### config.mk
export PLATFORM = sky130hd
export DESIGN_NAME = fsl_top
export DESIGN_NICKNAME = d
export VERILOG_FILES = /design/src/design/fsl_pkg.sv /design/src/design/fsl_buf.sv /design/src/design/fsl_top.sv
export SDC_FILE = /design/constraint.sdc
export NUM_CORES = 1
export LEC_CHECK = 0
export BUFFER_PORTS_ARGS = -buffer_cell sky130_fd_sc_hd__buf_2
export CORE_MARGIN = 8
export CORE_UTILIZATION = 54
export DETAILED_ROUTE_END_ITERATION = 6
export GPL_TIMING_DRIVEN = 0
export PLACE_DENSITY = 0.94
export SYNTH_ARGS = -nofsm -noshare
export SYNTH_HDL_FRONTEND = slang
export SYNTH_SLANG_ARGS = --single-unit
### constraint.sdc
create_clock -name pclk -period 5 [get_ports pclk]
set_input_delay 0.75 -clock pclk [delete_from_list [all_inputs] [get_ports pclk]]
set_output_delay 0.75 -clock pclk [all_outputs]
set_load 0.005 [all_outputs]
### src/design/fsl_pkg.sv
// Shared constants and types for the floppy support logic block.
// Assumes one 100 MHz APB clock; every pin is sampled into that domain.
package fsl_pkg;

  // Clock rate and pin synchroniser layout.
  localparam int unsigned FSL_CLK_MHZ = 100;
  localparam int unsigned FSL_SYNC_W = 13;
  localparam int unsigned FSL_S_VCO = 0;
  localparam int unsigned FSL_S_WR = 1;
  localparam int unsigned FSL_S_PH1 = 2;
  localparam int unsigned FSL_S_PH4 = 5;
  localparam int unsigned FSL_S_WG = 6;
  localparam int unsigned FSL_S_VFOE = 7;
  localparam int unsigned FSL_S_TRK = 8;
  localparam int unsigned FSL_S_RDD = 9;
  localparam int unsigned FSL_S_DDN = 10;
  localparam int unsigned FSL_S_EARLY = 11;
  localparam int unsigned FSL_S_LATE = 12;
  // Pulled-up pins (inner track, raw read, density select) start high.
  localparam logic [12:0] FSL_SYNC_RST = 13'h0700;

  // Read-window divider.
  localparam logic [3:0] FSL_DIV_LAST = 4'hf;
  localparam logic [3:0] FSL_DIV_MID = 4'h7;
  // Window positions: with a 4-tick window 1..2 are centre, with 8 ticks 3..4.
  localparam logic [2:0] FSL_DD_CTR_LO = 3'h1;
  localparam logic [2:0] FSL_DD_CTR_HI = 3'h2;
  localparam logic [2:0] FSL_SD_CTR_LO = 3'h3;
  localparam logic [2:0] FSL_SD_CTR_HI = 3'h4;

  // Register map (byte addresses).
  localparam int unsigned FSL_AW = 8;
  localparam logic [7:0] FSL_CTRL_OFF = 8'h00;
  localparam logic [7:0] FSL_STAT_OFF = 8'h04;
  localparam logic [7:0] FSL_LOG_OFF = 8'h08;
  localparam int unsigned FSL_CTRL_PUMP_EN = 0;
  localparam int unsigned FSL_CTRL_BYPASS = 1;
  localparam logic [1:0] FSL_CTRL_RST = 2'h1;
  localparam int unsigned FSL_STAT_OVR = 1;
  localparam int unsigned FSL_LOG_VALID = 8;
  localparam int unsigned FSL_BUF_DEPTH = 2;

  typedef enum logic [1:0] {
    FSL_PUMP_IDLE = 2'b00,
    FSL_PUMP_UP = 2'b01,
    FSL_PUMP_DOWN = 2'b10
  } fsl_pump_t;

  typedef enum logic [1:0] {
    FSL_PH1 = 2'b00,
    FSL_PH2 = 2'b01,
    FSL_PH3 = 2'b10
  } fsl_phase_t;

  typedef struct packed {
    logic bypass;
    logic pump_en;
  } fsl_ctrl_t;

  // One read-window verdict, as logged for software.
  typedef struct packed {
    fsl_pump_t verdict;
    logic [2:0] position;
  } fsl_log_t;

  localparam int unsigned FSL_LOG_W = $bits(fsl_log_t);

endpackage

### src/design/fsl_buf.sv
// Small valid/ready buffer holding logged read-window verdicts.
// Assumes both sides sit on pclk; depth of two lets one pop stall cost nothing.
`timescale 1ns/1ps
`default_nettype none
module fsl_buf
  import fsl_pkg::*;
#(
  parameter int unsigned WIDTH = FSL_LOG_W,
  parameter int unsigned DEPTH = FSL_BUF_DEPTH
) (
  // Clock and reset.
  input wire logic pclk,
  input wire logic presetn,
  // Filling side.
  input wire logic in_valid,
  output logic in_ready,
  input wire logic [WIDTH-1:0] in_data,
  // Draining side.
  output logic out_valid,
  input wire logic out_ready,
  output logic [WIDTH-1:0] out_data
);
  localparam int unsigned PW = (DEPTH > 1) ? $clog2(DEPTH) : 1;
  localparam logic [PW:0] FULL = (PW+1)'(DEPTH);

  logic [WIDTH-1:0] mem [DEPTH];
  logic [PW-1:0] wr_ptr;
  logic [PW-1:0] rd_ptr;
  logic [PW:0] count;
  logic push;
  logic pop;

  assign in_ready = (count != FULL);
  assign out_valid = (count != '0);
  assign out_data = mem[rd_ptr];
  assign push = in_valid && in_ready;
  assign pop = out_valid && out_ready;

  always_ff @(posedge pclk) begin
    if (push) begin
      mem[wr_ptr] <= in_data;
    end
  end

  always_ff @(posedge pclk or negedge presetn) begin
    if (!presetn) begin
      wr_ptr <= '0;
      rd_ptr <= '0;
      count <= '0;
    end else begin
      if (push) begin
        wr_ptr <= (wr_ptr == PW'(DEPTH - 1)) ? '0 : wr_ptr + 1'b1;
      end
      if (pop) begin
        rd_ptr <= (rd_ptr == PW'(DEPTH - 1)) ? '0 : rd_ptr + 1'b1;
      end
      count <= count + (PW+1)'(push) - (PW+1)'(pop);
    end
  end
endmodule
`default_nettype wire

### src/design/fsl_top.sv
// Floppy support logic: read-window clock, pump steering and write precomp.
// Assumes every pin is asynchronous to pclk and is sampled far faster than it moves.
// Summary of operation
// - Write pulse leading edge sets strobe high.
// - Fourth phase leading edge clears the strobe.
// - Write gate high floats both pumps.
// - Recovery needs write gate and enable low.
// - Pumps float while raw read is high.
// - Early read edge drives pump increase high.
// - Late read edge drives pump decrease low.
// - Centred read edge leaves both pumps floating.
// - Window clock is VCO over 16 or 8.
// - Pump stays active while raw read low.
// - Double density on inner tracks picks phase on write edge.
// - Nominal phase two, late three, early one.
// - Bypass passes write pulses straight through.
// - Pulled-up inputs read high when open.
`timescale 1ns/1ps
`default_nettype none
module fsl_top
  import fsl_pkg::*;
(
  // APB slave.
  input wire logic pclk,
  input wire logic presetn,
  input wire logic psel,
  input wire logic penable,
  input wire logic pwrite,
  input wire logic [FSL_AW-1:0] paddr,
  input wire logic [31:0] pwdata,
  output logic [31:0] prdata,
  output logic pready,
  output logic pslverr,
  // Controller and drive pins.
  input wire logic vco_in,
  input wire logic write_pulse_in,
  input wire logic [3:0] phase_in,
  input wire logic write_gate_in,
  input wire logic recovery_enable_fault_in,
  input wire logic inner_track_flag,
  input wire logic raw_read_in,
  input wire logic double_density_sel_n,
  input wire logic early_in,
  input wire logic late_in,
  // Outputs to controller, clock generator and drive.
  output logic read_clock,
  output logic precomp_strobe,
  output logic write_pulse_out,
  output logic pump_increase_o,
  output logic pump_increase_oe,
  output logic pump_decrease_o,
  output logic pump_decrease_oe
);

  logic [FSL_SYNC_W-1:0] pins;
  logic [FSL_SYNC_W-1:0] sync1;
  logic [FSL_SYNC_W-1:0] sync2;
  logic vco_prev;
  logic wr_prev;
  logic ph4_prev;
  logic rdd_prev;
  logic vco_tick;
  logic wr_lead;
  logic ph4_lead;
  logic rd_fall;
  logic wg_s;
  logic rdd_s;
  logic sd_s;
  logic wr_s;
  logic rec_en;
  logic precomp_on;
  logic [3:0] div_cnt;
  logic [3:0] next_div_cnt;
  logic [2:0] win_pos;
  logic pos_early;
  logic pos_late;
  fsl_pump_t pump_state;
  fsl_pump_t next_verdict;
  fsl_phase_t phase_sel;
  fsl_ctrl_t ctrl;
  logic overrun;
  fsl_log_t log_rec;
  logic log_pend;
  logic buf_in_ready;
  logic buf_out_valid;
  fsl_log_t buf_out_data;
  logic apb_access;
  logic apb_done;
  logic addr_ok;

  // Phase decode used by the write output.
  function automatic logic phase_level(input fsl_phase_t sel, input logic [3:0] ph);
    case (sel)
      FSL_PH1: phase_level = ph[0];
      FSL_PH2: phase_level = ph[1];
      FSL_PH3: phase_level = ph[2];
      default: phase_level = ph[1];
    endcase
  endfunction

  assign pins = {late_in, early_in, double_density_sel_n, raw_read_in, inner_track_flag,
                 recovery_enable_fault_in, write_gate_in, phase_in, write_pulse_in, vco_in};

  // Open pins reach the block as high through pad pull-ups; until sampled they read high.
  // pulled-up defaults
  always_ff @(posedge pclk or negedge presetn) begin
    if (!presetn) begin
      sync1 <= FSL_SYNC_RST;
      sync2 <= FSL_SYNC_RST;
    end else begin
      sync1 <= pins;
      sync2 <= sync1;
    end
  end

  assign wg_s = sync2[FSL_S_WG];
  assign rdd_s = sync2[FSL_S_RDD];
  assign sd_s = sync2[FSL_S_DDN];
  assign wr_s = sync2[FSL_S_WR];

  always_ff @(posedge pclk or negedge presetn) begin
    if (!presetn) begin
      vco_prev <= 1'b0;
      wr_prev <= 1'b0;
      ph4_prev <= 1'b0;
      rdd_prev <= 1'b1;
    end else begin
      vco_prev <= sync2[FSL_S_VCO];
      wr_prev <= wr_s;
      ph4_prev <= sync2[FSL_S_PH4];
      rdd_prev <= rdd_s;
    end
  end

  assign vco_tick = sync2[FSL_S_VCO] && !vco_prev;
  assign wr_lead = wr_s && !wr_prev;
  assign ph4_lead = sync2[FSL_S_PH4] && !ph4_prev;
  assign rd_fall = !rdd_s && rdd_prev;

  assign rec_en = !wg_s && !sync2[FSL_S_VFOE] && ctrl.pump_en;

  assign next_div_cnt = vco_tick ? div_cnt + 4'h1 : div_cnt;
  always_ff @(posedge pclk or negedge presetn) begin
    if (!presetn) begin
      div_cnt <= '0;
      read_clock <= 1'b0;
    end else begin
      div_cnt <= next_div_cnt;
      read_clock <= sd_s ? next_div_cnt[3] : next_div_cnt[2];
    end
  end

  // A window is one read clock level: 8 ticks in single density, 4 in double.
  assign win_pos = sd_s ? div_cnt[2:0] : {1'b0, div_cnt[1:0]};
  assign pos_early = sd_s ? (win_pos < FSL_SD_CTR_LO) : (win_pos < FSL_DD_CTR_LO);
  assign pos_late = sd_s ? (win_pos > FSL_SD_CTR_HI) : (win_pos > FSL_DD_CTR_HI);

  always_comb begin
    next_verdict = FSL_PUMP_IDLE;
    if (pos_early) begin
      next_verdict = FSL_PUMP_UP;
    end else if (pos_late) begin
      next_verdict = FSL_PUMP_DOWN;
    end
  end

  always_ff @(posedge pclk or negedge presetn) begin
    if (!presetn) begin
      pump_state <= FSL_PUMP_IDLE;
    end else if (!rec_en || rdd_s) begin
      pump_state <= FSL_PUMP_IDLE;
    end else if (rd_fall) begin
      pump_state <= next_verdict;
    end
  end

  // Pumps hold for the whole low read pulse; the verdict taken at its falling edge holds however long it lasts.
  // float while read high
  always_ff @(posedge pclk or negedge presetn) begin
    if (!presetn) begin
      pump_increase_oe <= 1'b0;
      pump_decrease_oe <= 1'b0;
      pump_increase_o <= 1'b1;
      pump_decrease_o <= 1'b0;
    end else begin
      pump_increase_o <= 1'b1;
      pump_decrease_o <= 1'b0;
      case (pump_state)
        FSL_PUMP_UP: begin
          pump_increase_oe <= rec_en && !rdd_s;
          pump_decrease_oe <= 1'b0;
        end
        FSL_PUMP_DOWN: begin
          pump_increase_oe <= 1'b0;
          pump_decrease_oe <= rec_en && !rdd_s;
        end
        default: begin
          pump_increase_oe <= 1'b0;
          pump_decrease_oe <= 1'b0;
        end
      endcase
    end
  end

  assign precomp_on = !sd_s && sync2[FSL_S_TRK] && !ctrl.bypass;

  // early one, nominal two, late three
  always_ff @(posedge pclk or negedge presetn) begin
    if (!presetn) begin
      phase_sel <= FSL_PH2;
    end else if (wr_lead && precomp_on) begin
      if (sync2[FSL_S_LATE]) begin
        phase_sel <= FSL_PH3;
      end else if (sync2[FSL_S_EARLY]) begin
        phase_sel <= FSL_PH1;
      end else begin
        phase_sel <= FSL_PH2;
      end
    end
  end

  // A new write edge wins over a fourth-phase clear in the same cycle.
  // strobe set
  always_ff @(posedge pclk or negedge presetn) begin
    if (!presetn) begin
      precomp_strobe <= 1'b0;
    end else if (wr_lead) begin
      precomp_strobe <= 1'b1;
    end else if (ph4_lead) begin
      precomp_strobe <= 1'b0;
    end
  end

  always_ff @(posedge pclk or negedge presetn) begin
    if (!presetn) begin
      write_pulse_out <= 1'b0;
    end else if (!precomp_on) begin
      write_pulse_out <= wr_s;
    end else begin
      write_pulse_out <= precomp_strobe && phase_level(phase_sel, sync2[FSL_S_PH4:FSL_S_PH1]);
    end
  end

  // Verdict log; a full buffer holds the pending record and later ones count as overrun.
  always_ff @(posedge pclk or negedge presetn) begin
    if (!presetn) begin
      log_pend <= 1'b0;
      log_rec <= '0;
    end else if (rd_fall && rec_en && (!log_pend || buf_in_ready)) begin
      log_pend <= 1'b1;
      log_rec <= '{verdict: next_verdict, position: win_pos};
    end else if (buf_in_ready) begin
      log_pend <= 1'b0;
    end
  end

  fsl_buf #(.WIDTH(FSL_LOG_W), .DEPTH(FSL_BUF_DEPTH)) u_log_buf (
    .pclk(pclk),
    .presetn(presetn),
    .in_valid(log_pend),
    .in_ready(buf_in_ready),
    .in_data(log_rec),
    .out_valid(buf_out_valid),
    .out_ready(apb_done && !pwrite && (paddr == FSL_LOG_OFF)),
    .out_data(buf_out_data)
  );

  // APB: answer on the second access cycle so outputs come from flops.
  assign apb_access = psel && penable;
  assign apb_done = apb_access && pready;
  assign addr_ok = (paddr == FSL_CTRL_OFF) || (paddr == FSL_STAT_OFF) ||
                   (paddr == FSL_LOG_OFF);

  always_ff @(posedge pclk or negedge presetn) begin
    if (!presetn) begin
      pready <= 1'b0;
      pslverr <= 1'b0;
      prdata <= '0;
    end else begin
      pready <= apb_access && !pready;
      pslverr <= apb_access && !pready && !addr_ok;
      prdata <= '0;
      if (apb_access && !pready && !pwrite) begin
        case (paddr)
          FSL_CTRL_OFF: prdata <= {30'h0, ctrl};
          FSL_STAT_OFF: prdata <= {24'h0, pump_state, sd_s, precomp_strobe,
                                   buf_out_valid, log_pend, overrun, rec_en};
          FSL_LOG_OFF: prdata <= {23'h0, buf_out_valid, 3'h0, buf_out_data};
          default: prdata <= '0;
        endcase
      end
    end
  end

  always_ff @(posedge pclk or negedge presetn) begin
    if (!presetn) begin
      ctrl <= FSL_CTRL_RST;
    end else if (apb_done && pwrite && (paddr == FSL_CTRL_OFF)) begin
      ctrl <= '{bypass: pwdata[FSL_CTRL_BYPASS], pump_en: pwdata[FSL_CTRL_PUMP_EN]};
    end
  end

  // A lost verdict in the clearing cycle still sets the flag.
  always_ff @(posedge pclk or negedge presetn) begin
    if (!presetn) begin
      overrun <= 1'b0;
    end else if (rd_fall && rec_en && log_pend && !buf_in_ready) begin
      overrun <= 1'b1;
    end else if (apb_done && pwrite && (paddr == FSL_STAT_OFF) && pwdata[FSL_STAT_OVR]) begin
      overrun <= 1'b0;
    end
  end
endmodule
`default_nettype wire

==> results of run 1 <==
-- worst reg2reg max path, cell delays in order (launching register included) --
cell and delay (ns):
dfrtp_1 0.45, o21ai_1 0.14, nor4_2 0.39, ha_1 0.30, inv_1 0.06, ha_1 0.15, xnor2_1 0.14, xnor2_1 0.15
-- worst max-delay path by stage --
| stage | slack [ns] | from | endpoint | cells after the start |
|---|---|---|---|---|
| after global placement | 2.49 | paddr[2] | u_log_buf.count[1]$_DFF_PN0_ | 9 |
| after detailed placement | 2.38 | paddr[2] | u_log_buf.count[1]$_DFF_PN0_ | 9 |
| after floorplan | 2.72 | paddr[5] | u_log_buf.count[1]$_DFF_PN0_ | 8 |
| final | 2.73 | paddr[2] | u_log_buf.count[1]$_DFF_PN0_ | 9 |
| after CTS | 2.75 | paddr[2] | u_log_buf.count[1]$_DFF_PN0_ | 9 |
| after global routing | 2.62 | paddr[2] | u_log_buf.count[1]$_DFF_PN0_ | 9 |
-- registers in the layout, indices dropped and copies added, names as in the netlist, 2 cells and up --
name	count
u_log_buf.count	2
log_rec	5
ctrl	2
u_log_buf.mem	10
sync2	13
phase_sel	2
div_cnt	4
pump_state	2
prdata	9
sync1	13
-- layout make-up --
class | instances | area (um^2) | area share
Clock inverter | 4 | 33.78 | 0.009356
Multi-Input combinational cell | 135 | 855.8 | 0.2370
Buffer | 29 | 203.9 | 0.05648
Inverter | 9 | 33.78 | 0.009356
Clock buffer | 12 | 187.7 | 0.05198
Sequential cell | 77 | 1988 | 0.5506
Timing Repair Buffer | 43 | 217.7 | 0.06029
Tap cell | 72 | 90.09 | 0.02495
-- layer usage --
metal	global-route usage	vias to the layer above	wire, um
met2	0.2247	69	2639
li1	-	881	-
met3	0.05486	12	346
met4	0.1012	0	164
met5	0	-	0
met1	0.1358	875	2047
-- placed cells by master (no fill, tap or decap), types with 2 or more instances in the layout --
master,Yosys,routed
nand2_1,16,16
a22oi_1,2,2
clkbuf_8,0,10
nor2_1,11,11
nand4_1,2,2
nor2b_1,3,3
inv_1,9,9
nand2b_1,2,2
edfxtp_1,10,10
dfstp_2,9,9
ha_1,4,4
dfrtp_1,58,58
nand3b_1,3,3
clkbuf_16,0,2
mux2i_1,5,5
conb_1,2,25
nor3b_1,4,4
buf_2,1,43
mux2_2,9,9
and3_1,6,6
buf_4,25,26
a21oi_1,4,4
xnor2_1,6,6
clkbuf_1,3,3
o21ai_0,14,14
-- power by group through the flow --
stage          Clock [mW]  Combinational (mW)  Sequential (mW)
6_report            0.483               0.149            0.701
5_1_grt             0.520               0.171            0.705
4_1_cts             0.495               0.149            0.700
3_5_place_dp            0               0.148            0.713
3_3_place_gp            0               0.141            0.709
2_1_floorplan           0               0.100            0.706
-- cell families after synthesis --
| logic type | synth area share |
|---|---|
| AND/OR/NAND/NOR | 0.1090 |
| flip-flops | 0.6637 |
| other | 0.002507 |
| multiplexers | 0.05054 |
| XOR/XNOR | 0.02047 |
| buffers and inverters | 0.07936 |
| AO/OA/AOI/OAI | 0.05765 |
| adder cells (fa/ha/maj) | 0.01671 |
-- per-stage QoR --
| stage | std cells | area (um^2) | worst slack, ns | hold WS (ns) | utilization |
|---|---|---|---|---|---|
| after floorplan | 250 | 3082 | 2.721 | 0.3312 | - |
| after global placement | 365 | 3387 | 2.495 | 0.3324 | 0.6227 |
| after detailed placement | 365 | 3387 | 2.382 | 0.3363 | 0.6227 |
| after CTS | 381 | 3608 | 2.748 | 0.3542 | 0.6634 |
| after global routing | 381 | 3611 | 2.619 | 0.3570 | 0.6639 |
| final | 381 | 3611 | 2.726 | 0.3530 | 0.6639 |
==> results.tsv, run 1 <==
metric	value	unit
crit_family	simple AND/OR/NAND/NOR gates	
drive_above_1_share	0.3495	
crit_arrival	2.54	ns
required	5.26	ns
r2r_end	u_log_buf.count[1]$_DFF_PN0_	
synth_cell_types	42	
cts_setup_buffers	0	
area_growth	20.55	%
gr-total-overflow	0	
die_width	90.48	um
power_density	369.0	mW/mm^2
rsz0062_at_grt	false	
port_buffers	43	
wire_per_inst	13.64	um
cap_violations	0	
postRouteAntennaNets	0	
initial_core_util	0.5507	
die_h	90.48	um
max_slew_margin	0.4819	
hold_path_class	reg -> reg	
nets	366	
synth.most_common_cell	dfrtp_1	
numCtsBuffers	9	
yosys_warnings	0	
synth_top_area_cell	dfrtp_1	
nFillCells	400	
vias	1837	
synthTopCellsByCount	dfrtp_1, buf_4, nand2_1, o21ai_0, nor2_1	
fin_crit_sh	0.4548	
synthTopCellsByArea	dfrtp_1, edfxtp_1, dfstp_2, buf_4, mux2_2	
first_global_vias	2034	
grt_pass1_wl	8749	um
path_class	in -> reg	
async_flop_share	0.8701	
clock-sinks	77	
p_switching	331.8	uW
track_usage	0.1363	
tritoncts	built	
diodes	0	
synthCells	227	
p_seq_frac	0.526	
slew_violations	0	
power.share.clock	0.362	
worstSkewPairLatency	0.35	ns
max_freq	439.7	MHz
synth-seq-cells	77	
final_hold_viol_count	0	
fin_setup_tns	0	ns
power.total	1.332	mW
status	finished clean	
pin_count	99	
worst-r2r-cell-count	7	
vdd_drop_max	0.2548	mV
drtIter0Drc	61	
fin_skew	0.009752	ns
grt_start_max_net_pins	68	
clk_pin_slew_worst_paths	0.08	ns
wirelength	5197	um
synth-main-ff-cell	dfrtp_1	
max_stage_delay	0.39	ns
path_cells	buf_2, and2b_1, o21ai_1, nor4_2, ha_1, inv_1, ha_1, xnor2_1, xnor2_1	
cts_resized	0	
crit_slowest_cell	nor4_2	
critPathBufInv	2	
cts-hold-fix-buffers	0	
hp-start	sync1[7]$_DFF_PN0_	
cp_max_fo	7	
vias_per_cell	4.822	
worst_pin_slew	0.7771	ns
cp-end-kind	flip-flop	
fp.coreArea	0.005439	mm^2
rows	27	
setup_viol	0	
root_buffer	clkbuf_8	
p_int	1.001	mW
synth_top_area_share	0.4845	
holdPathEnd	sync2[7]$_DFF_PN0_	
cts_max_path_buffers	2	
reg2reg_slack	3.13	ns
drc	0	
finalWeightedCongestion	0.7789	
synth_area	0.002995	mm^2
first_pass_iters	4	
hpwl	3982	um
antenna_found_initial	0	
synth_edf_count	10	
p_leak	1.743	nW
fp.dieArea	0.008187	mm^2
p_sw_frac	0.2490	
cts-htree-levels	3	
min_period	2.274	ns
holdPathStages	0	
syn_avg_cell_area	13.20	um^2
ys_seq_area_frac	0.6637	
p_comb_frac	0.112	
r2r-start	u_log_buf.count[1]$_DFF_PN0_	
startpoint_type	primary input	
Note: power is estimated with default switching activity, not from simulation.
==> inputs of run 2 (changes only) <==
--- a/config.mk
+++ b/config.mk
@@ -5,12 +5,13 @@
 export SDC_FILE = /design/constraint.sdc
 export NUM_CORES = 1
 export LEC_CHECK = 0
+export ABC_AREA = 1
 export BUFFER_PORTS_ARGS = -buffer_cell sky130_fd_sc_hd__buf_2
 export CORE_MARGIN = 8
-export CORE_UTILIZATION = 54
+export CORE_UTILIZATION = 51
 export DETAILED_ROUTE_END_ITERATION = 6
 export GPL_TIMING_DRIVEN = 0
-export PLACE_DENSITY = 0.94
+export PLACE_DENSITY = 0.89
 export SYNTH_ARGS = -nofsm -noshare
 export SYNTH_HDL_FRONTEND = slang
 export SYNTH_SLANG_ARGS = --single-unit
==> constraint.sdc (replaced) <==
create_clock -name pclk -period 2.3 [get_ports pclk]
set_input_delay 0.345 -clock pclk [delete_from_list [all_inputs] [get_ports pclk]]
set_output_delay 0.345 -clock pclk [all_outputs]
set_load 0.005 [all_outputs]
==> run 2 against run 1 <==
Clock skew is 0.0021 ns lower; utilization is 5.5 points lower; via count is 11% higher; largest cell class unchanged; total power is 110% higher; non-clock buffer count decreased by 4; critical endpoint unchanged; critical path type is now reg -> reg.
==> results.tsv, run 2 <==
metric	value	unit
synth_cell_types	31	
required	2.53	ns
grt_pass1_wl	8921	um
hold-worst-slack	0.08157	ns
synth_top_area_share	0.4542	
diodes	0	
seq_area	0.001988	mm^2
crit_slowest_cell	dfrtp_1	
clk_pin_slew_worst_paths	0.08	ns
fin_setup_tns	0	ns
cts-hold-fix-buffers	0	
first_pass_iters	4	
crit_family	simple AND/OR/NAND/NOR gates	
hpwl	4265	um
cap_violations	0	
fin_ws	0.6726	ns
rows	29	
slew_violations	0	
worst_pin_slew	0.7870	ns
antenna_found_initial	0	
track_usage	0.1324	
r2r-start	u_log_buf.count[1]$_DFF_PN0_	
crit_arrival	1.86	ns
nFillCells	486	
clock-sinks	77	
initial_core_util	0.5150	
finalWeightedCongestion	0.8183	
min_period	1.627	ns
path_cells	or2_2, nand3_1, inv_1, ha_1, inv_1, ha_1, xnor2_1	
startpoint_type	flip-flop	
port_buffers	43	
root_buffer	clkbuf_8	
dp.cells	446	
cp-end-kind	flip-flop	
synthTopCellsByCount	nand2_1, dfrtp_1, inv_1, buf_4, nor2_1	
critPathBufInv	2	
tritoncts	built	
fp.coreArea	0.006205	mm^2
synth_area	0.003196	mm^2
grt_start_max_net_pins	68	
synth_edf_count	10	
gr-total-overflow	0	
p_leak	1.994	nW
worstSkewPairLatency	0.35	ns
worst-r2r-cell-count	7	
nets	442	
max_slew_margin	0.4754	
final_common_cell	nand2_1	
die_width	95.16	um
stdcell_area	0.003776	mm^2
path_class	reg -> reg	
postRouteAntennaNets	0	
area_growth	18.17	%
cts-htree-levels	3	
place_ws	0.6454	ns
p_switching	735.0	uW
synth-seq-cells	77	
wirelength	5586	um
rsz0062_at_grt	false	
numCtsBuffers	9	
die_h	95.16	um
max_stage_delay	0.41	ns
vias	2047	
ys_seq_area_frac	0.6222	
p_int	2.000	mW
synth_top_area_cell	dfrtp_1	
p_seq_frac	0.557	
fin_skew	0.007622	ns
layout_common_cells	nand2_1, dfrtp_1, buf_2	
status	finished clean	
crit_cells	7	
syn_avg_cell_area	10.55	um^2
max_freq	614.5	MHz
vdd_drop_max	0.5482	mV
fp.dieArea	0.009054	mm^2
synth.most_common_cell	nand2_1	
pin_count	99	
synthCells	303	
hold_path_class	in -> async	
p_comb_frac	0.108	
multi_input_area	955.9	um^2
cts_setup_buffers	0	
reg2reg_slack	0.67	ns
synthTopCellsByArea	dfrtp_1, edfxtp_1, nand2_1, dfstp_2, buf_4	
power.share.clock	0.335	
r2r_end	u_log_buf.count[1]$_DFF_PN0_	
final_cells	462	
drc	0	
endpoint	u_log_buf.count[1]$_DFF_PN0_	
placed_area	0.003593	mm^2
final_hold_viol_count	0	
p_sw_frac	0.2688	
first_global_vias	2071	
reg.largest.list	sync1: 13 flops, sync2: 13 flops, u_log_buf.mem: 10 flops	
wire_per_inst	12.09	um
synth-main-ff-cell	dfrtp_1	
fin_crit_sh	0.7076	
setup_viol	0	
power_density	724.2	mW/mm^2
yosys_warnings	0	
drive_above_1_share	0.3195	
async_flop_share	0.8701	
cp_max_fo	4	
cts_resized	0	
drtIter0Drc	127	
critical_path.startpoint	u_log_buf.count[1]$_DFF_PN0_	
vias_per_cell	4.431	
cts_max_path_buffers	2	
run 2: worst min-delay path by stage:
stage / end / slack, ns / cells past startpoint
final: sync2[3]$_DFF_PN0_ / 0.08 / 1
after global routing: sync1[9]$_DFF_PN1_ / 0.05 / 1
after floorplan: ctrl[1]$_DFFE_PN0P_ / 0.05 / 0
after detailed placement: sync2[6]$_DFF_PN0_ / 0.33 / 0
after CTS: sync1[9]$_DFF_PN1_ / 0.07 / 1
after global placement: sync2[6]$_DFF_PN0_ / 0.33 / 0
run 2: worst reg2reg max path, delay by kind of cell (launching register included):
kind	cells	cell delay, ns
buffers and inverters	2	0.09
and+or+nand+nor	2	0.45
xor gates and xnor gates	1	0.12
adders and majority gates	2	0.44
DFF	1	0.41
run 2: cell type report:
cell class / instances / share of cell area
Multi-Input combinational cell: 185 / 0.2531
Buffer: 25 / 0.04970
Clock buffer: 9 / 0.03280
Inverter: 39 / 0.03976
Tap cell: 77 / 0.02551
Sequential cell: 77 / 0.5265
Clock inverter: 7 / 0.01491
Timing Repair Buffer: 43 / 0.05765
run 2: power groups by stage:
stage | Sequential (mW) | Combinational, mW | Clock, mW
floorplan | 1.54 | 0.195 | 0
detailed placement | 1.55 | 0.295 | 0
global route | 1.53 | 0.346 | 0.999
global placement | 1.54 | 0.281 | 0
finish | 1.52 | 0.296 | 0.917
CTS | 1.52 | 0.298 | 0.947
run 2: metrics by stage:
| step | util | power (mW) |
|---|---|---|
| floorplan | - | 1.731 |
| global placement | 0.5791 | 1.821 |
| detailed placement | 0.5791 | 1.842 |
| CTS | 0.6082 | 2.767 |
| global route | 0.6086 | 2.877 |
| finish | 0.6086 | 2.735 |
run 2: cell families (layout without fill, tap and decap cells):
logic type                 Yosys count  after routing  share of synthesized area
buffers and inverters               64            123                     0.1057
other                                2             25                   0.002350
xor gates and xnor gates             5              5                    0.01606
AOI/OAI and AO/OA                   16             16                    0.02780
DFF                                 77             77                     0.6222
adders and majority gates            4              4                    0.01566
and+or+nand+nor                    135            135                     0.2103
run 2: per-layer routing:
| layer | wire length (um) | GRT usage | part of all wire | vias to the layer above |
|---|---|---|---|---|
| li1 | - | - | - | 1038 |
| met1 | 2099 | 0.1317 | 0.38 | 943 |
| met2 | 2907 | 0.2290 | 0.52 | 59 |
| met3 | 480 | 0.05827 | 0.086 | 7 |
| met4 | 99 | 0.06892 | 0.018 | 0 |
| met5 | 0 | 0 | 0 | - |
